--- config.mk ---
export PLATFORM = sky130hd
export DESIGN_NAME = efi_irq_ctrl
export DESIGN_NICKNAME = d
export VERILOG_FILES = /design/src/pkg/efi_pkg.sv /design/src/hdl/efi_irq_ctrl.sv
export SDC_FILE = /design/constraint.sdc
export NUM_CORES = 1
export LEC_CHECK = 0
export BUFFER_PORTS_ARGS = -buffer_cell sky130_fd_sc_hd__buf_2
export CORE_UTILIZATION = 49
export CTS_CLUSTER_DIAMETER = 200
export DETAILED_ROUTE_END_ITERATION = 16
export PLACE_DENSITY = 0.78
export SYNTH_ARGS = -nofsm -noshare
export SYNTH_HDL_FRONTEND = slang
export SYNTH_SLANG_ARGS = --single-unit
--- constraint.sdc ---
create_clock -name core_clk_in -period 3.35 [get_ports core_clk_in]
set_input_delay 0.335 -clock core_clk_in [delete_from_list [all_inputs] [get_ports core_clk_in]]
set_output_delay 0.335 -clock core_clk_in [all_outputs]
set_load 0.02 [all_outputs]
--- src/pkg/efi_pkg.sv ---
package efi_pkg;

  // Register byte offsets
  localparam logic [7:0] OFS_STATUS  = 8'h00;
  localparam logic [7:0] OFS_ENABLE  = 8'h04;
  localparam logic [7:0] OFS_SIGCHG  = 8'h08;
  localparam logic [7:0] OFS_CONTROL = 8'h0C;
  localparam int unsigned ADDR_W     = 8;

  // Widths and reset values
  localparam int unsigned SIG_CH     = 30;
  localparam int unsigned NAT_W      = 5;
  localparam int unsigned EV_W       = 8;
  localparam logic [7:0]  ENABLE_RST = 8'h00;
  localparam logic [7:0]  STATUS_RST = 8'h00;

  // Status, enable bit positions
  localparam int unsigned BIT_CAS_MF = 7;
  localparam int unsigned BIT_NATBIT = 6;
  localparam int unsigned BIT_SIG    = 5;
  localparam int unsigned BIT_ALIGN  = 4;
  localparam int unsigned BIT_FLOSS  = 3;
  localparam int unsigned BIT_MIMIC  = 2;
  localparam int unsigned BIT_CRC4   = 1;
  localparam int unsigned BIT_FAS    = 0;

  // Control register fields
  localparam int unsigned CTL_CAS_EN   = 0;
  localparam int unsigned CTL_CAS_LIVE = 8;
  localparam int unsigned CTL_OOF_LIVE = 9;

  // AHB encodings
  localparam logic [1:0] HTRANS_NONSEQ = 2'h2;
  localparam logic       HRESP_OKAY    = 1'h0;

  // Detector outputs from the receive framer
  typedef struct packed {
    logic                cas_mframe_loss;
    logic [NAT_W-1:0]    natbit;
    logic [SIG_CH-1:0]   sig_change;
    logic                align_move_event;
    logic                frame_loss_defect;
    logic                mimic_detect_event;
    logic                crc4_err;
    logic                align_bit_err;
  } efi_det_t;

  typedef enum logic [1:0] {
    PH_IDLE,
    PH_WRITE,
    PH_READ1,
    PH_READ2
  } efi_phase_t;

endpackage : efi_pkg

--- src/hdl/efi_irq_ctrl.sv ---
// Behaviour
// - CAS multiframe loss declare or clear sets its status bit, interrupt if enabled.
// - Any change of national bits Sa4-Sa8 sets its status bit.
// - Any ABCD change in any of 30 channels sets signalling status bit; the code sets it only while CAS is enabled.
// - Per-channel signalling changes are held in a readable change register; the code holds them only while CAS is enabled.
// - Signalling change interrupt has no effect while CAS is turned off.
// - Apparent FAS position shift sets its status bit.
// - Out-of-frame declare or clear sets its status bit.
// - Payload mimicking framing pattern sets its status bit.
// - CRC-4 sub-multiframe mismatch sets its status bit.
// - One or more errored FAS bits set its status bit.
// - FAS bit error is reported apart from out-of-frame, never forcing it.
// - Eight enable bits are read/write, reset to 0, 1 enables a source.
// - Status flags set on event, cleared when software reads status.
//
// The address map and register access over AHB-Lite are this design's own decisions.
module efi_irq_ctrl (
  // Clock and reset
  input  wire logic              core_clk_in,
  input  wire logic              rst_in,
  // AHB-Lite slave
  input  wire logic              hsel_in,
  input  wire logic [31:0]       haddr_in,
  input  wire logic [1:0]        htrans_in,
  input  wire logic              hwrite_in,
  input  wire logic [2:0]        hsize_in,
  input  wire logic [31:0]       hwdata_in,
  input  wire logic              hready_in,
  output logic      [31:0]       hrdata_out,
  output logic                   hreadyout_out,
  output logic                   hresp_out,
  // Framer detectors
  input  wire efi_pkg::efi_det_t det_in,
  // Interrupt
  output logic                   irq_out
);

  // Registers
  logic [7:0]                 enable_reg;
  logic [7:0]                 status_reg;
  logic [7:0]                 status_next;
  logic [efi_pkg::SIG_CH-1:0] sigchg_reg;
  logic [efi_pkg::SIG_CH-1:0] sigchg_next;
  logic                       cas_en_reg;
  logic                       cas_prev_reg;
  logic [efi_pkg::NAT_W-1:0]  nat_prev_reg;
  logic                       oof_prev_reg;
  efi_pkg::efi_phase_t        phase_reg;
  logic [efi_pkg::ADDR_W-1:0] addr_reg;
  logic [31:0]                hrdata_reg;

  // Events
  wire logic [7:0] ev_set;
  wire logic       sig_any;
  assign sig_any = cas_en_reg && (det_in.sig_change != '0);
  assign ev_set[efi_pkg::BIT_CAS_MF] = det_in.cas_mframe_loss != cas_prev_reg;
  assign ev_set[efi_pkg::BIT_NATBIT] = det_in.natbit != nat_prev_reg;
  assign ev_set[efi_pkg::BIT_SIG]    = sig_any;
  assign ev_set[efi_pkg::BIT_ALIGN]  = det_in.align_move_event;
  assign ev_set[efi_pkg::BIT_FLOSS]  = det_in.frame_loss_defect != oof_prev_reg;
  assign ev_set[efi_pkg::BIT_MIMIC]  = det_in.mimic_detect_event;
  assign ev_set[efi_pkg::BIT_CRC4]   = det_in.crc4_err;
  assign ev_set[efi_pkg::BIT_FAS]    = det_in.align_bit_err;

  // Bus decode
  wire logic addr_take;
  wire logic wr_cycle;
  wire logic rd_cycle;
  wire logic sel_status;
  wire logic sel_enable;
  wire logic sel_sigchg;
  wire logic sel_control;
  assign addr_take   = hsel_in && hready_in && (htrans_in == efi_pkg::HTRANS_NONSEQ);
  assign wr_cycle    = phase_reg == efi_pkg::PH_WRITE;
  assign rd_cycle    = phase_reg == efi_pkg::PH_READ1;
  assign sel_status  = addr_reg == efi_pkg::OFS_STATUS;
  assign sel_enable  = addr_reg == efi_pkg::OFS_ENABLE;
  assign sel_sigchg  = addr_reg == efi_pkg::OFS_SIGCHG;
  assign sel_control = addr_reg == efi_pkg::OFS_CONTROL;

  // Read data mux
  wire logic [31:0] rd_mux;
  wire logic [31:0] ctl_view;
  assign ctl_view = (32'(cas_en_reg) << efi_pkg::CTL_CAS_EN)
                  | (32'(det_in.cas_mframe_loss) << efi_pkg::CTL_CAS_LIVE)
                  | (32'(det_in.frame_loss_defect) << efi_pkg::CTL_OOF_LIVE);
  assign rd_mux = sel_status  ? 32'(status_reg) :
                  sel_enable  ? 32'(enable_reg) :
                  sel_sigchg  ? 32'(sigchg_reg) :
                  sel_control ? ctl_view : 32'h0000_0000;

  // Clears: read-to-clear and write-one-to-clear, set wins
  wire logic [7:0]                 st_clr;
  wire logic [efi_pkg::SIG_CH-1:0] sc_clr;
  assign st_clr = (rd_cycle && sel_status) ? 8'hFF :
                  (wr_cycle && sel_status) ? hwdata_in[7:0] : 8'h00;
  assign sc_clr = (rd_cycle && sel_sigchg) ? '1 :
                  (wr_cycle && sel_sigchg) ? hwdata_in[efi_pkg::SIG_CH-1:0] : '0;
  assign status_next = (status_reg & ~st_clr) | ev_set;
  assign sigchg_next = (sigchg_reg & ~sc_clr) | (cas_en_reg ? det_in.sig_change : '0);

  // Interrupt output
  wire logic [7:0] en_eff;
  assign en_eff = enable_reg & ~(8'(!cas_en_reg) << efi_pkg::BIT_SIG);
  assign irq_out = |(status_reg & en_eff);

  // Bus outputs
  assign hreadyout_out = !rd_cycle;
  assign hresp_out     = efi_pkg::HRESP_OKAY;
  assign hrdata_out    = hrdata_reg;

  always_ff @(posedge core_clk_in or posedge rst_in) begin
    if (rst_in) begin
      phase_reg <= efi_pkg::PH_IDLE;
      addr_reg  <= '0;
    end else if (addr_take) begin
      phase_reg <= hwrite_in ? efi_pkg::PH_WRITE : efi_pkg::PH_READ1;
      addr_reg  <= haddr_in[efi_pkg::ADDR_W-1:0];
    end else begin
      case (phase_reg)
        efi_pkg::PH_READ1: begin
          phase_reg <= efi_pkg::PH_READ2;
        end
        default: begin
          phase_reg <= efi_pkg::PH_IDLE;
        end
      endcase
    end
  end

  always_ff @(posedge core_clk_in or posedge rst_in) begin
    if (rst_in) begin
      hrdata_reg <= 32'h0000_0000;
    end else if (rd_cycle) begin
      hrdata_reg <= rd_mux;
    end
  end

  always_ff @(posedge core_clk_in or posedge rst_in) begin
    if (rst_in) begin
      enable_reg <= efi_pkg::ENABLE_RST;
      cas_en_reg <= 1'b0;
    end else if (wr_cycle) begin
      if (sel_enable) begin
        enable_reg <= hwdata_in[7:0];
      end
      if (sel_control) begin
        cas_en_reg <= hwdata_in[efi_pkg::CTL_CAS_EN];
      end
    end
  end

  always_ff @(posedge core_clk_in or posedge rst_in) begin
    if (rst_in) begin
      status_reg   <= efi_pkg::STATUS_RST;
      sigchg_reg   <= '0;
      cas_prev_reg <= 1'b0;
      nat_prev_reg <= '0;
      oof_prev_reg <= 1'b0;
    end else begin
      status_reg   <= status_next;
      sigchg_reg   <= sigchg_next;
      cas_prev_reg <= det_in.cas_mframe_loss;
      nat_prev_reg <= det_in.natbit;
      oof_prev_reg <= det_in.frame_loss_defect;
    end
  end
endmodule : efi_irq_ctrl

==> flow_summary_export.csv <==
group,metric,value,unit
run_status,outcome,"complete, no violations",
sta,setup_ws,1.023,ns
clocking,cts_setup_buffers,0,
layout,fin_nets,647,
drt,avgViaCountPerCell,5.413,
sta,tightest_slew,1.032,ns
flow_run,maxCapViolCount,0,
global_route,grt_pass1_wl,16.19,mm
worst_setup_path,cp_data_arrival_time,1.99,ns
drt,wl_met2,4.939,mm
logic_synthesis,dominantRegCellSynth,"dfrtp_1",
clocking,cts-resized-gates,0,
sta,rsz0062_at_grt,"no",
pwr,p_int,1.822,mW
sta,max_slew_margin,31.11,%
clocking,hold_buffers,0,
logic_synthesis,seq_area_frac_synth,56.90,%
worst_setup_path,required,3.01,ns
global_route,grt_usage,24.46,%
worst_setup_path,cp_slowest_stage_delay,0.74,ns
sta,finalHoldViolations,0,
worst_setup_path,crit_path_top_delay_cell,"inv_1",
worst_setup_path,critPathLaunchType,"flop",
floorplan,ios,150,
place,dp.cells,626,
clocking,clkLatencyLatePin,0.36,ns
logic_synthesis,synthArstFlopShare,100.0,%
floorplan,coreArea,8175,um2
clocking,clock_sink_count,94,
worst_setup_path,worstPathCellList,"and2b_1 > inv_1 > buf_2",
clocking,cts_htree_levels,3,
drt,vias,3470,
logic_synthesis,syn_inst,425,
global_route,grt_max_degree,53,
pwr,power_leakage,2.196,nW
drt,drt_iter0_drc,311,
pwr,p_sw,0.8298,mW
drt,drt-met1-wl,4.380,mm
layout,drive_above_1_share,29.85,%
min_path,hold_path.class,"input port to async pin",
logic_synthesis,ys_seq_elements,94,
pwr,power,2.652,mW
drt,detail-route-antenna-nets,0,
pwr,clkPwrFrac,28.5,%
floorplan,rows,33,
logic_synthesis,netlist_top_cells_area,"dfrtp_1 (57%), nand2_1 (11%), o21ai_0 (8.4%)",
sta,drv_slew,0,
clocking,cts-buffers-inserted,9,
global_route,grt_overflow,0,
clocking,clk_pin_slew,0.09,ns
place,gp_congestion,0.8453,
global_route,antenna_found_initial,0,
floorplan,initial_core_util,50.57,%
clocking,cts_root_buffer,"clkbuf_8",
drt,dr.pass1.iters,4,
worst_setup_path,crit_type,"flop to primary output",
logic_synthesis,synth_top_area_cell,"dfrtp_1",
logic_synthesis,syn_avg_cell_area,9.727,um2
pwr,seqPwrFrac,50.3,%
logic_synthesis,synthesis.area,4134,um2
drt,wire_per_inst,15.91,um
worst_setup_path,cp_top_family,"buffers and inverters",
layout,finalNonFillerCells,641,
floorplan,die_area,8808,um2
sta,fin_crit_sh,69.47,%
sta,whs,0.09896,ns
logic_synthesis,synth_top_area_share,56.90,%
clocking,cts_tree,"yes",
sta,setup_viol,0,
pwr,power_frac_comb,21.3,%
drt,wl_met3,674,um
clocking,cts_buffer_depth,2,
place,place_ws,1.331,ns
worst_setup_path,cp-end-kind,"primary output",
sta,min_period,2.327,ns
worst_setup_path,cp_num_buf_inv,2,
logic_synthesis,synth.distinct_cells,34,
drt,drcViolationCount,0,
sta,skew,0.009144,ns
drt,maxUsedRoutingLayer,"met4",
layout,area_growth,19.88,%
pwr,powerDensity,535.0,nW/um2
floorplan,die_y,93.85,um
sta,fmax,0.4297,GHz
layout,antenna_cells,0,
pwr,p_sw_share,31.29,%
logic_synthesis,ys_warn_count,0,
place,hpwlAfterDp,7.148,mm
global_route,grt_pass1_vias,3321,
logic_synthesis,synth_enable_flop_cells,0,
place,portBuffers,117,
pwr,vdd.ir_drop.worst,229.2,uV
floorplan,die_x,93.85,um
drt,routed_wl,10.20,mm
sta,fin_setup_tns,0,ns
worst_setup_path,critPathMaxFanout,33,
[cell families (layout without fill, tap and decap cells)]
logic type,Yosys count,after routing,synth area share [%]
simple gates,153,153,16.25
compound gates,111,111,13.86
flops,94,94,56.90
buf+inv,32,141,4.055
mux,27,27,7.355
xor+xnor,7,7,1.483
other cells,1,3,0.09071
[metrics by stage]
| stage | util [%] | area [um2] |
|---|---|---|
| final | 60.62 | 4956 |
| after global routing | 60.62 | 4956 |
| after floorplan | - | 4141 |
| after CTS | 60.62 | 4956 |
| after global placement | 58.22 | 4760 |
| after detailed placement | 58.22 | 4760 |
[metal layers]
layer	global-route usage, %	vias to the layer above
met5	0	-
met1	32.88	1682
met3	5.744	18
met4	8.590	0
li1	-	1646
met2	38.87	124
[final timing paths]
kind | depth (start not counted) | slack [ns] | start | endpoint
worst min-delay path | 2 | 0.1 | rst_in | sigchg_reg[18]$_DFF_PP0_
worst min register to register | 2 | 0.48 | hrdata_out[25]$_DFFE_PP0P_ | hrdata_out[25]$_DFFE_PP0P_
worst max-delay path | 3 | 1.02 | phase_reg[1]$_DFF_PP0_ | hreadyout_out
max in group asynchronous | 3 | 2.53 | rst_in | addr_reg[6]$_DFFE_PP0P_
worst max register to register | 3 | 1.27 | addr_reg[2]$_DFFE_PP0P_ | enable_reg[1]$_DFFE_PP0P_
min in group core_clk_in | 1 | 0.10 | det_in[39] | nat_prev_reg[4]$_DFF_PP0_
[area by class of cell]
type                       instances  area, um2
fill                             700       3219
sequential                        94       2352
multi-input combinational        301       1624
timing repair buffer             122      635.6
clock buffer                      10      137.6
tap                              105      131.4
clock inverter                     5      58.81
inverter                           4      16.27
[cells in the mapped netlist (2+ instances only)]
library cell,instances
nor2b_1,2
nor4_1,7
inv_1,4
nand2b_1,4
mux2i_1,9
clkbuf_2,3
o31ai_1,2
a21oi_1,37
nand4_1,4
xor2_1,3
dfrtp_1,94
buf_4,5
buf_2,6
nand4b_1,2
o21ai_0,69
nand3_1,3
clkbuf_1,11
nand2_1,116
mux2_2,17
xnor2_1,4
nor2_1,10
[power by group through the flow]
stage | logic, mW | registers [mW] | clock network [mW]
final | 0.564 | 1.33 | 0.754
after global placement | 0.546 | 1.35 | 0
after global routing | 0.622 | 1.35 | 0.815
after floorplan | 0.339 | 1.39 | 0
after CTS | 0.565 | 1.33 | 0.770
after detailed placement | 0.563 | 1.36 | 0
[worst register-to-register path, cell delays in order, from the launching register on]
cell and delay (ns):
dfrtp_1 0.69, nor2b_1 0.67, nand3_4 0.27, mux2_2 0.34
[placed cells by master (no fill, tap or decap), drive strengths merged, types with 2 or more instances in the layout]
cell type	count
xor2	3
mux2i	9
xnor2	4
nor2	10
a21oi	37
clkbuf	10
inv	4
nor4	8
nand4b	2
clkinv	2
clkinvlp	2
o21ai	69
nand4	4
conb	3
dfrtp	94
nand2b	4
mux2	17
buf	122
nand2	116
nor2b	2
nand3	4
o31ai	2
Note: power is estimated with default switching activity, not from simulation.
